<file path="config.mk">
export PLATFORM = sky130hd
export DESIGN_NAME = mst_translator
export DESIGN_NICKNAME = d
export VERILOG_FILES = /design/src/design/mst_pkg.sv /design/src/design/mst_off_timer.sv /design/src/design/mst_translator.sv
export VERILOG_INCLUDE_DIRS = /design/src /design/src/design
export SDC_FILE = /design/constraint.sdc
export NUM_CORES = 1
export LEC_CHECK = 0
export BUFFER_PORTS_ARGS = -buffer_cell sky130_fd_sc_hd__buf_2
export CAP_MARGIN = 20
export CORE_MARGIN = 1.5
export CORE_UTILIZATION = 35
export CTS_CLUSTER_DIAMETER = 200
export CTS_CLUSTER_SIZE = 16
export DETAILED_ROUTE_END_ITERATION = 8
export MAX_ROUTING_LAYER = met4
export PLACE_DENSITY = 0.59
export SYNTH_ARGS = -nofsm -noshare
export SYNTH_HDL_FRONTEND = slang
export SYNTH_SLANG_ARGS = --single-unit
</file>
<file path="constraint.sdc">
create_clock -name sys_clk_i -period 10.6 [get_ports sys_clk_i]
set_input_delay 2.12 -clock sys_clk_i [delete_from_list [all_inputs] [get_ports sys_clk_i]]
set_output_delay 2.12 -clock sys_clk_i [all_outputs]
set_load 0.01 [all_outputs]
</file>
<file path="src/design/mst_defines.svh">
// Constants for the microstep translator
`ifndef MST_DEFINES_SVH
`define MST_DEFINES_SVH

`define MST_CLK_PERIOD_NS  40
`define MST_IDX_W          6
`define MST_LVL_W          7
`define MST_HOME_IDX       6'h08
`define MST_INC_FULL       6'h10
`define MST_INC_HALF       6'h08
`define MST_INC_QUARTER    6'h04
`define MST_INC_SIXTEENTH  6'h01
`define MST_QUAD_SPAN      5'h10
`define MST_PHASE2_OFFSET  6'h10
`define MST_SYNC_W         8
`define MST_SYNC_RESET     8'h30
`define MST_FAST_PERMILLE  301
`define MST_PERMILLE       1000
`define MST_TOFF_NS        25000
`define MST_RP_MIN_NS      1000
`define MST_RP_MAX_NS      100000
`define MST_SETTLE_NS      1000000

`endif

</file>
<file path="src/design/mst_pkg.sv">
// Types shared by the microstep translator
package mst_pkg;
    typedef enum logic [1:0] {
        MST_RES_FULL,
        MST_RES_HALF,
        MST_RES_QUARTER,
        MST_RES_SIXTEENTH
    } mst_res_t;

    typedef enum logic [1:0] {
        MST_CHOP_DRIVE,
        MST_CHOP_FAST,
        MST_CHOP_SLOW
    } mst_chop_t;
endpackage

</file>
<file path="src/design/mst_off_timer.sv">
// Fixed off-time sequencer for one bridge
`timescale 1ns/1ps
`default_nettype none
`include "mst_defines.svh"

module mst_off_timer
    import mst_pkg::*;
#(
    parameter int TOFF_NS = `MST_TOFF_NS,
    parameter int CNT_W   = 16
) (
    input  wire logic sys_clk_i,
    input  wire logic rst_i,
    input  wire logic enable_i,
    input  wire logic mixed_i,
    input  wire logic trip_i,
    output var  logic drive_o,
    output var  logic fast_decay_o
);
    localparam int TOFF_CYC = (TOFF_NS / `MST_CLK_PERIOD_NS < 1) ? 1 : TOFF_NS / `MST_CLK_PERIOD_NS;
    localparam int FAST_CYC = (TOFF_CYC * `MST_FAST_PERMILLE) / `MST_PERMILLE;
    localparam logic [CNT_W-1:0] TOFF_LAST = CNT_W'(TOFF_CYC - 1);
    localparam logic [CNT_W-1:0] FAST_END  = CNT_W'(FAST_CYC);

    mst_chop_t         state_r;
    logic [CNT_W-1:0]  cnt_r;
    logic              fast_r;

    // ------------------------------------------------------------
    // Chopping sequence
    // ------------------------------------------------------------
    always_ff @(posedge sys_clk_i or posedge rst_i) begin
        if (rst_i) begin
            state_r <= MST_CHOP_DRIVE;
            cnt_r   <= '0;
            fast_r  <= 1'b0;
        end else begin
            case (state_r)
                MST_CHOP_DRIVE: begin
                    cnt_r <= '0;
                    if (enable_i && trip_i) begin
                        // Fast portion only in mixed decay
                        state_r <= (mixed_i && FAST_CYC > 0) ? MST_CHOP_FAST : MST_CHOP_SLOW;
                        fast_r  <= mixed_i && FAST_CYC > 0;
                    end
                end
                MST_CHOP_FAST: begin
                    cnt_r <= cnt_r + 1'b1;
                    if (cnt_r + 1'b1 >= FAST_END) begin
                        state_r <= MST_CHOP_SLOW;
                        fast_r  <= 1'b0;
                    end
                end
                MST_CHOP_SLOW: begin
                    fast_r <= 1'b0;
                    cnt_r  <= cnt_r + 1'b1;
                    if (cnt_r >= TOFF_LAST) begin
                        state_r <= MST_CHOP_DRIVE;
                    end
                end
                default: begin
                    state_r <= MST_CHOP_DRIVE;
                    fast_r  <= 1'b0;
                end
            endcase
        end
    end

    always_ff @(posedge sys_clk_i or posedge rst_i) begin
        if (rst_i) begin
            drive_o <= 1'b0;
        end else begin
            drive_o <= enable_i && (state_r == MST_CHOP_DRIVE) && !trip_i;
        end
    end

    assign fast_decay_o = fast_r;
endmodule // mst_off_timer
`default_nettype wire

</file>
<file path="src/design/mst_translator.sv">
// Step/direction translator with phase table, decay choice and sleep/reset
`timescale 1ns/1ps
`default_nettype none
`include "mst_defines.svh"

module mst_translator
    import mst_pkg::*;
#(
    parameter int RP_MIN_NS = `MST_RP_MIN_NS,
    parameter int RP_MAX_NS = `MST_RP_MAX_NS,
    parameter int SETTLE_NS = `MST_SETTLE_NS,
    parameter int TOFF_NS   = `MST_TOFF_NS,
    parameter int CNT_W     = 16
) (
    input  wire logic                  sys_clk_i,
    input  wire logic                  rst_i,
    input  wire logic                  step_i,
    input  wire logic                  dir_i,
    input  wire logic                  resolution_select_lo_i,
    input  wire logic                  resolution_select_hi_i,
    input  wire logic                  sleep_reset_n_i,
    input  wire logic                  enable_n_i,
    input  wire logic                  phase1_trip_i,
    input  wire logic                  phase2_trip_i,
    output var  logic [`MST_LVL_W-1:0] phase1_level_o,
    output var  logic [`MST_LVL_W-1:0] phase2_level_o,
    output var  logic                  phase1_positive_o,
    output var  logic                  phase2_positive_o,
    output var  logic                  phase1_mixed_o,
    output var  logic                  phase2_mixed_o,
    output var  logic                  phase1_drive_o,
    output var  logic                  phase2_drive_o,
    output var  logic                  phase1_fast_decay_o,
    output var  logic                  phase2_fast_decay_o,
    output var  logic [`MST_IDX_W-1:0] position_o,
    output var  logic                  sleep_o,
    output var  logic                  regulator_on_o,
    output var  logic                  regulator_ready_o
);
    // ------------------------------------------------------------
    // Time counts
    // ------------------------------------------------------------
    localparam int RP_MIN_CYC  = (RP_MIN_NS + `MST_CLK_PERIOD_NS - 1) / `MST_CLK_PERIOD_NS;
    localparam int RP_MAX_CYC  = (RP_MAX_NS / `MST_CLK_PERIOD_NS < 1) ? 1 : RP_MAX_NS / `MST_CLK_PERIOD_NS;
    localparam int SETTLE_CYC  = (SETTLE_NS + `MST_CLK_PERIOD_NS - 1) / `MST_CLK_PERIOD_NS;
    localparam logic [CNT_W-1:0] RP_MIN_C = CNT_W'(RP_MIN_CYC < 1 ? 1 : RP_MIN_CYC);
    localparam logic [CNT_W-1:0] RP_MAX_C = CNT_W'(RP_MAX_CYC);
    localparam logic [CNT_W-1:0] SETTLE_C = CNT_W'(SETTLE_CYC);

    // ------------------------------------------------------------
    // Table helpers
    // ------------------------------------------------------------
    // Level in 64ths of full-scale current over a quarter wave
    function automatic logic [`MST_LVL_W-1:0] quarter_level(input logic [4:0] k);
        case (k)
            5'h00:   quarter_level = 7'h00;
            5'h01:   quarter_level = 7'h06;
            5'h02:   quarter_level = 7'h0c;
            5'h03:   quarter_level = 7'h13;
            5'h04:   quarter_level = 7'h18;
            5'h05:   quarter_level = 7'h1e;
            5'h06:   quarter_level = 7'h24;
            5'h07:   quarter_level = 7'h29;
            5'h08:   quarter_level = 7'h2d;
            5'h09:   quarter_level = 7'h31;
            5'h0a:   quarter_level = 7'h35;
            5'h0b:   quarter_level = 7'h38;
            5'h0c:   quarter_level = 7'h3b;
            5'h0d:   quarter_level = 7'h3d;
            5'h0e:   quarter_level = 7'h3f;
            default: quarter_level = 7'h40;
        endcase
    endfunction

    function automatic logic [`MST_LVL_W-1:0] phase_level(input logic [`MST_IDX_W-1:0] idx);
        logic [4:0] r;
        r = {1'b0, idx[3:0]};
        phase_level = quarter_level(idx[4] ? `MST_QUAD_SPAN - r : r);
    endfunction

    // Sine phase is positive in the first half turn
    function automatic logic phase_positive(input logic [`MST_IDX_W-1:0] idx);
        phase_positive = !idx[5];
    endfunction

    function automatic logic [`MST_IDX_W-1:0] step_size(input mst_res_t res);
        case (res)
            MST_RES_FULL:    step_size = `MST_INC_FULL;
            MST_RES_HALF:    step_size = `MST_INC_HALF;
            MST_RES_QUARTER: step_size = `MST_INC_QUARTER;
            default:         step_size = `MST_INC_SIXTEENTH;
        endcase
    endfunction

    // ------------------------------------------------------------
    // Pin synchronisers
    // ------------------------------------------------------------
    logic [`MST_SYNC_W-1:0] pin_s1_r;
    logic [`MST_SYNC_W-1:0] pin_s2_r;
    logic [`MST_SYNC_W-1:0] pin_s3_r;
    logic [`MST_SYNC_W-1:0] pin_r;
    logic [`MST_SYNC_W-1:0] pins;

    assign pins = {phase2_trip_i, phase1_trip_i, sleep_reset_n_i, enable_n_i,
                   resolution_select_hi_i, resolution_select_lo_i, dir_i, step_i};

    // Sleep and disable idle high so reset does not fake a sleep pulse
    always_ff @(posedge sys_clk_i or posedge rst_i) begin
        if (rst_i) begin
            pin_s1_r <= `MST_SYNC_RESET;
            pin_s2_r <= `MST_SYNC_RESET;
            pin_s3_r <= `MST_SYNC_RESET;
            pin_r    <= `MST_SYNC_RESET;
        end else begin
            pin_s1_r <= pins;
            pin_s2_r <= pin_s1_r;
            pin_s3_r <= pin_s2_r;
            for (int i = 0; i < `MST_SYNC_W; i++) begin
                if (pin_s2_r[i] == pin_s3_r[i]) begin
                    pin_r[i] <= pin_s3_r[i];
                end
            end
        end
    end

    logic step_s;
    logic dir_s;
    logic enable_n_s;
    logic sleep_n_s;
    logic step_prev_r;
    logic sleep_n_prev_r;
    mst_res_t res_s;

    assign step_s     = pin_r[0];
    assign dir_s      = pin_r[1];
    assign res_s      = mst_res_t'({pin_r[3], pin_r[2]});
    assign enable_n_s = pin_r[4];
    assign sleep_n_s  = pin_r[5];

    // ------------------------------------------------------------
    // Sleep / reset pulse handling
    // ------------------------------------------------------------
    logic [CNT_W-1:0] low_cnt_r;
    logic [CNT_W-1:0] settle_cnt_r;
    logic             go_home;
    logic             step_edge;

    // Release after a window-length pulse or after sleep returns home
    assign go_home = sleep_n_s && !sleep_n_prev_r &&
                     (sleep_o || low_cnt_r >= RP_MIN_C);
    // Steps are taken whatever the enable; only sleep or a low sleep/reset pin blocks them
    assign step_edge = step_s && !step_prev_r && !sleep_o && sleep_n_s;

    always_ff @(posedge sys_clk_i or posedge rst_i) begin
        if (rst_i) begin
            step_prev_r    <= 1'b0;
            sleep_n_prev_r <= 1'b1;
        end else begin
            step_prev_r    <= step_s;
            sleep_n_prev_r <= sleep_n_s;
        end
    end

    always_ff @(posedge sys_clk_i or posedge rst_i) begin
        if (rst_i) begin
            low_cnt_r <= '0;
            sleep_o   <= 1'b0;
        end else if (!sleep_n_s) begin
            if (low_cnt_r < RP_MAX_C) begin
                low_cnt_r <= low_cnt_r + 1'b1;
            end else begin
                sleep_o <= 1'b1;
            end
        end else begin
            low_cnt_r <= '0;
            sleep_o   <= 1'b0;
        end
    end

    // Regulator settling flag; stepping early is the controller's fault
    always_ff @(posedge sys_clk_i or posedge rst_i) begin
        if (rst_i) begin
            regulator_on_o    <= 1'b1;
            settle_cnt_r      <= '0;
            regulator_ready_o <= 1'b1;
        end else begin
            regulator_on_o <= !(sleep_o || (!sleep_n_s && low_cnt_r >= RP_MAX_C));
            if (sleep_o) begin
                settle_cnt_r      <= '0;
                regulator_ready_o <= 1'b0;
            end else if (settle_cnt_r < SETTLE_C) begin
                settle_cnt_r <= settle_cnt_r + 1'b1;
            end else begin
                regulator_ready_o <= 1'b1;
            end
        end
    end

    // ------------------------------------------------------------
    // Translator
    // ------------------------------------------------------------
    logic [`MST_IDX_W-1:0] idx_nxt;
    logic [`MST_IDX_W-1:0] idx2_nxt;
    logic [`MST_LVL_W-1:0] lvl1_nxt;
    logic [`MST_LVL_W-1:0] lvl2_nxt;

    // Direction and resolution only matter here, at the edge
    assign idx_nxt  = dir_s ? position_o + step_size(res_s)
                            : position_o - step_size(res_s);
    assign idx2_nxt = idx_nxt + `MST_PHASE2_OFFSET;
    assign lvl1_nxt = phase_level(idx_nxt);
    assign lvl2_nxt = phase_level(idx2_nxt);

    always_ff @(posedge sys_clk_i or posedge rst_i) begin
        if (rst_i) begin
            position_o        <= `MST_HOME_IDX;
            phase1_level_o    <= phase_level(`MST_HOME_IDX);
            phase2_level_o    <= phase_level(`MST_HOME_IDX + `MST_PHASE2_OFFSET);
            phase1_positive_o <= phase_positive(`MST_HOME_IDX);
            phase2_positive_o <= phase_positive(`MST_HOME_IDX + `MST_PHASE2_OFFSET);
            phase1_mixed_o    <= 1'b1;
            phase2_mixed_o    <= 1'b1;
        end else if (go_home) begin
            position_o        <= `MST_HOME_IDX;
            phase1_level_o    <= phase_level(`MST_HOME_IDX);
            phase2_level_o    <= phase_level(`MST_HOME_IDX + `MST_PHASE2_OFFSET);
            phase1_positive_o <= phase_positive(`MST_HOME_IDX);
            phase2_positive_o <= phase_positive(`MST_HOME_IDX + `MST_PHASE2_OFFSET);
            phase1_mixed_o    <= 1'b1;
            phase2_mixed_o    <= 1'b1;
        end else if (step_edge) begin
            position_o        <= idx_nxt;
            phase1_level_o    <= lvl1_nxt;
            phase2_level_o    <= lvl2_nxt;
            phase1_positive_o <= phase_positive(idx_nxt);
            phase2_positive_o <= phase_positive(idx2_nxt);
            phase1_mixed_o    <= lvl1_nxt < phase1_level_o;
            phase2_mixed_o    <= lvl2_nxt < phase2_level_o;
        end
    end

    // ------------------------------------------------------------
    // Bridge chopping
    // ------------------------------------------------------------
    logic drivers_en_r;

    always_ff @(posedge sys_clk_i or posedge rst_i) begin
        if (rst_i) begin
            drivers_en_r <= 1'b0;
        end else begin
            drivers_en_r <= !enable_n_s && sleep_n_s && !sleep_o;
        end
    end

    mst_off_timer #(
        .TOFF_NS (TOFF_NS),
        .CNT_W   (CNT_W)
    ) u_chop1 (
        .sys_clk_i    (sys_clk_i),
        .rst_i        (rst_i),
        .enable_i     (drivers_en_r),
        .mixed_i      (phase1_mixed_o),
        .trip_i       (pin_r[6]),
        .drive_o      (phase1_drive_o),
        .fast_decay_o (phase1_fast_decay_o)
    );

    mst_off_timer #(
        .TOFF_NS (TOFF_NS),
        .CNT_W   (CNT_W)
    ) u_chop2 (
        .sys_clk_i    (sys_clk_i),
        .rst_i        (rst_i),
        .enable_i     (drivers_en_r),
        .mixed_i      (phase2_mixed_o),
        .trip_i       (pin_r[7]),
        .drive_o      (phase2_drive_o),
        .fast_decay_o (phase2_fast_decay_o)
    );
endmodule // mst_translator
`default_nettype wire

</file>
==> flow_summary.toml, run 1 <==
[grt]
grt_use_met1_pct = 20.6
grt_overflow_total = 0
use_met3_pct = 3.52
grt_pass1_vias = 5317
antenna_found_initial = 0
grt.total_usage_pct = 14.8
top_usage_layer = "met2"
grt_use_met2_pct = 21.0
grt_pass1_wl_um = 26100
grt_max_degree = 72

[clocking]
post_cts_buffers = 0
clock_path_buffers = 2
cts_tree = "built"
clockRootBuffer = "clkbuf_16"
cts_buffers = 17
ctsHtreeMaxLevel = 4
cts_hold_buffers = 0
cts_sinks = 134
cts.repair.resized = 0
clkLatencyLatePin_ns = 0.42
clkTransAtPathRegs_ns = 0.06

[synth]
ys_seq_area_share_pct = 44.2
syn-num-nets = 848
yosysTopAreaCell = "dfrtp_1"
ys.warnings.count = 0
synthesis.area_sq_um = 7660
synth_area_leaders = "dfrtp_1 36%, dfstp_2 8.2%, ha_1 7.0%, nand2_1 4.0%, nor2_1 3.9%"
async_flop_share_pct = 100
synth_flop_cell = "dfrtp_1"
postSynthAreaPerCell_sq_um = 9.65
yosysTopAreaCellShare_pct = 35.9
yosysMostFrequentCell = "dfrtp_1"
synth_common_cells = "110 x dfrtp_1, 81 x nand2_1, 80 x nor2_1, 49 x inv_1, 47 x a21oi_1"
yosysUniqueCellTypes = 77
netlist_instances = 794
synth_edf_count = 0
synth-seq-cells = 134

[placed_design]
io_buffers = 40
dpl.cell_count = 1074
post-place-ws_ns = 5.68
placedInstanceArea_sq_um = 8000
dp_hpwl_um = 10500
place_congestion = 0.809

[cells_and_area]
nNetsFinal = 872
syn_to_final_growth_pct = 12.4
antenna_cells = 0
drive_gt1_share_pct = 16.6
final_area_sq_um = 8610
stdcell_count = 1106
fill_cells = 2064

[routing]
drtIter0Drc = 324
via_count = 5654
avgViaCountPerCell = 5.11
routedWlPerCell_um = 14.0
antenna_left = 0
drt-pass1-iter-count = 7
totalWireLength_um = 15500
drcViolationCount = 0

[power]
ir_drop_uv = 149
power_density_nw_per_um2 = 298
p_leak_nw = 3.79

[critical_path]
path_cells = "and2_1, ha_1, fa_1, xnor2_2, and3_4, nor3_2, xor2_1, o211ai_1, o21ai_0, nor2_1, ha_1, a21o_1, a21o_1, a211oi_1, a21oi_1, a2111oi_0, o31ai_1, nand2_1"
endpoint = "phase1_mixed_o"
rr_startpoint = "pin_r[2]"
critPathSlowestCell = "xor2_1"
reg2reg_to = "phase1_mixed_o"
critical_path.startpoint = "pin_r[2]"
crit_type = "reg -> reg"
r2r.worst_path.cells = 18
startpoint_type = "register"
end_kind = "register"
critical-path-max-stage-delay_ns = 0.76
regToRegSetupSlack_ns = 5.65
crit_fanout = 14
crit_required_ns = 10.95
critPathArrivalTime_ns = 5.30

[floorplan]
dieWidth_um = 151
rows = 53
fp.dieH_um = 151
start_util_pct = 36.1
io_pins = 41
core_area_sq_um = 21200
die-area_sq_um = 22800

[run_status]
status = "finished, final reports clean"

[timing]
relSlewSlack_pct = 35.9
setup_viol = 0
finalMaxSlewViolations = 0
rsz0062_at_grt = "false"
holdWs_ns = 0.351
finalSetupTns_ns = 0
worst_clock_skew_ns = 0.0125
timing.fmax_mhz = 202
period_share_pct = 46.7
setup_slack_ns = 5.65
fin_crit_ns = 4.95
hold_viol = 0
worst_pin_slew_ns = 0.958

[run]
cap_violations = 0

[worst_hold_path]
hp-class = "reg -> reg"
-- through the flow --
step	power (mW)	util, %
floorplan	1.66	-
global placement	1.94	37.7
detailed placement	1.95	37.7
CTS	2.59	40.6
global route	2.76	40.6
finish	2.57	40.6
-- cells in the final DEF (no fill, tap or decap), types with 17 or more instances in the layout --
master	netlist	routed
a21oi_1	47	47
buf_2	3	40
clkbuf_16	0	17
dfrtp_1	110	110
dfstp_2	24	24
ha_1	43	43
inv_1	49	48
nand2_1	81	81
nand3_1	22	22
nor2_1	80	80
o21ai_0	32	32
o31ai_1	18	18
xor2_1	21	21
-- power breakdown --
part           internal, mW  total (mW)  leakage [nW]  switching, mW
combinational         0.537        1.28          1.81          0.742
clock                 0.380       0.613         0.291          0.233
sequential            0.604       0.675          1.68         0.0708
total                  1.52        2.57          3.79           1.05
-- worst min-delay path by stage --
stage | start | to | slack [ns] | cells after the start
2_1_floorplan | pin_s1_r[0] | pin_s2_r[0] | 0.33 | 0
3_5_place_dp | pin_s1_r[6] | pin_s2_r[6] | 0.34 | 0
5_1_grt | pin_s1_r[0] | pin_s2_r[0] | 0.36 | 0
3_3_place_gp | pin_s1_r[1] | pin_s2_r[1] | 0.34 | 0
4_1_cts | pin_s1_r[6] | pin_s2_r[6] | 0.35 | 0
6_report | pin_s1_r[6] | pin_s2_r[6] | 0.35 | 0
-- flip-flops by register name, indices dropped and copies added, names as in the netlist, 2 cells and up --
register         count
settle_cnt_r        16
pin_s2_r             8
pin_s3_r             8
position_o           6
pin_s1_r             8
pin_r                8
low_cnt_r           16
u_chop2.cnt_r       16
u_chop1.state_r      2
u_chop1.cnt_r       16
phase2_level_o       7
u_chop2.state_r      2
phase1_level_o       7
-- metal layers --
layer,up-vias,share of wire [%]
met5,-,0
met4,0,1.5
met3,20,4.1
met2,90,43
met1,2696,51
li1,2848,-
-- area by class of cell --
class                   count  area, sq um  share of cell area (%)
multi-input cells         573         3860                    44.8
flip-flops and latches    134         3380                    39.3
clock buffers              19          443                    5.14
well taps                 275          344                    4.00
repair buffers             43          223                    2.59
inverters                  49          189                    2.19
clock inverters            13          170                    1.98
-- worst max-delay path: cells and delay by family, from the launching register on --
family	cells	cell delay [ns]
DFF	1	0.41
and+or+nand+nor	5	0.67
xor gates and xnor gates	2	1.27
adders and majority gates	3	0.97
AOI/OAI and AO/OA	8	1.55
-- kinds of logic (layout without fill, tap and decap cells) --
| logic type | Yosys count | in the layout | synth area share, % |
|---|---|---|---|
| AO/OA/AOI/OAI | 177 | 177 | 15.8 |
| XOR/XNOR | 38 | 38 | 4.54 |
| adder cells (fa/ha/maj) | 52 | 52 | 8.33 |
| buffers and inverters | 87 | 124 | 5.57 |
| flip-flops | 134 | 134 | 44.2 |
| multiplexers | 22 | 22 | 3.31 |
| AND/OR/NAND/NOR | 284 | 284 | 18.3 |
(Power assumes the default switching activity.)
==> run 2, diff against run 1 <==
--- a/config.mk
+++ b/config.mk
@@ -14,7 +14,7 @@
 export CTS_CLUSTER_SIZE = 16
 export DETAILED_ROUTE_END_ITERATION = 8
 export MAX_ROUTING_LAYER = met4
-export PLACE_DENSITY = 0.59
+export PLACE_DENSITY = 0.6
 export SYNTH_ARGS = -nofsm -noshare
 export SYNTH_HDL_FRONTEND = slang
 export SYNTH_SLANG_ARGS = --single-unit
==> constraint.sdc (replaced) <==
create_clock -name sys_clk_i -period 4.1 [get_ports sys_clk_i]
set_input_delay 0.82 -clock sys_clk_i [delete_from_list [all_inputs] [get_ports sys_clk_i]]
set_output_delay 0.82 -clock sys_clk_i [all_outputs]
set_load 0.01 [all_outputs]
==> flow_summary.toml, run 2 (same netlist as run 1, synthesis figures left out) <==
[grt]
grt_use_met2_pct = 22.6
grt.total_usage_pct = 15.4
use_met3_pct = 3.34
top_usage_layer = "met2"
grt_max_degree = 80
grt_pass1_wl_um = 27300
grt_use_met1_pct = 21.1
grt_pass1_vias = 5510
antenna_found_initial = 0
grt_overflow_total = 0

[floorplan]
start_util_pct = 36.1
dieWidth_um = 151
die-area_sq_um = 22800
rows = 53
io_pins = 41
core_area_sq_um = 21200
fp.dieH_um = 151

[clocking]
clkTransAtPathRegs_ns = 0.06
cts_tree = "built"
cts_sinks = 134
cts_hold_buffers = 0
clkLatencyLatePin_ns = 0.42
ctsHtreeMaxLevel = 4
clock_path_buffers = 2
clockRootBuffer = "clkbuf_16"
cts_buffers = 17

[routing]
drcViolationCount = 0
avgViaCountPerCell = 5.09
antenna_left = 0
routedWlPerCell_um = 14.4
drtIter0Drc = 340
totalWireLength_um = 16500
via_count = 5852
drt-pass1-iter-count = 5

[critical_path]
r2r.worst_path.cells = 19
startpoint_type = "register"
regToRegSetupSlack_ns = 0.03
crit_required_ns = 4.41
critPathArrivalTime_ns = 4.38
crit_type = "reg -> reg"
end_kind = "register"
crit_fanout = 4

[timing]
setup_slack_ns = 0.0338
relSlewSlack_pct = 39.2
finalMaxSlewViolations = 0
worst_clock_skew_ns = 0.0122
fin_crit_ns = 4.07
worst_pin_slew_ns = 0.912
finalSetupTns_ns = 0
hold_viol = 0
setup_viol = 0
timing.fmax_mhz = 246
rsz0062_at_grt = "true"
period_share_pct = 99.2

[power]
p_leak_nw = 4.08
combPwrFrac_pct = 53.9
total_power_mw = 7.67
ir_drop_uv = 445
power_density_nw_per_um2 = 834
p_clk_share_pct = 23.4
seqPwrFrac_pct = 22.7
switching_power_mw = 2.93
power.internal_mw = 4.74
switching_share_pct = 38.2

[cells_and_area]
stdcell_count = 1150
nNetsFinal = 916
drive_gt1_share_pct = 23.4
syn_to_final_growth_pct = 20.0
layout_commonest_cell = "dfrtp_1"
layout_common_cells = "110 x dfrtp_1, 81 x nand2_1, 79 x nor2_1"
antenna_cells = 0

[placed_design]
dpl.cell_count = 1111
io_buffers = 40
place_congestion = 0.830
dp_hpwl_um = 11000
post-place-ws_ns = -0.0700

[run]
cap_violations = 0

[worst_hold_path]
hold_depth = 0
hp-class = "reg -> reg"

[run_status]
status = "finished, final reports clean"
==> run 2: cell types whose count changed in the layout (fill, tap and decap cells not counted), moves of 3 or more <==
cell | previous run | this run
buf_4 | 3 | 44
clkbuf_8 | 1 | 4
inv_6 | 6 | 0
ha_1 | 43 | 37
bufinv_16 | 3 | 6
a21oi_1 | 47 | 44
ha_2 | 0 | 5
==> run 2: worst paths after layout <==
check | startpoint | end
max | pin_r[2] | phase2_mixed_o
min | pin_s1_r[0] | pin_s2_r[0]
max reg2reg | pin_r[2] | phase2_mixed_o
min reg2reg | pin_s1_r[0] | pin_s2_r[0]
max in group asynchronous | rst_i | phase2_level_o[5]
min in group asynchronous | rst_i | settle_cnt_r[11]
==> run 2: power by group through the flow <==
stage	clock (mW)	sequential (mW)	combinational, mW
after floorplan	0	1.76	2.55
after global placement	0	1.76	3.72
after detailed placement	0	1.76	3.75
after CTS	1.82	1.74	3.89
after global routing	1.88	1.78	4.61
final	1.79	1.74	4.13
==> run 2: area by class of cell <==
| cell class | instances | area (sq um) |
|---|---|---|
| clock buffer | 21 | 480 |
| clock inverter | 11 | 219 |
| fill | 2037 | 12000 |
| inverter | 49 | 188 |
| multi-input combinational | 573 | 4000 |
| sequential | 134 | 3380 |
| tap | 275 | 344 |
| timing repair buffer | 87 | 573 |
==> run 2: timing repair <==
item	4_1_cts	5_1_grt
endpoints found under the setup margin	2	2
resized for setup	11	21
buffers inserted	2	5
pin swaps	7	11
==> run 2: metal layers <==
layer	share of wire, %	wire, um	up-vias
met3	3.8	635	20
met1	50	8330	2801
met4	1.5	245	0
met2	44	7290	101
met5	0	0	-
li1	-	-	2930
==> run 2: worst max-delay path: stages (launching register included) <==
cell and delay [ns]:
dfrtp_1 0.38, and2_4 0.17, nor2b_4 0.13, fa_2 0.37, a21o_4 0.24, a211oi_4 0.31, nor2_4 0.06, buf_4 0.16
a21oi_4 0.15, ha_2 0.20, inv_1 0.06, o211ai_1 0.17, o31a_1 0.19, nor2_1 0.05, ha_1 0.30, a21o_1 0.18
a21o_1 0.18, a211oi_2 0.23, a21oi_1 0.10, o41ai_2 0.32
==> run 2: through the flow <==
step | util, % | hold slack, ns | cell area (sq um)
final | 43.3 | 0.348 | 9190
after global routing | 43.3 | 0.351 | 9190
after CTS | 42.7 | 0.351 | 9060
after detailed placement | 39.1 | 0.338 | 8300
after global placement | 39.1 | 0.334 | 8300
after floorplan | - | 0.331 | 7680
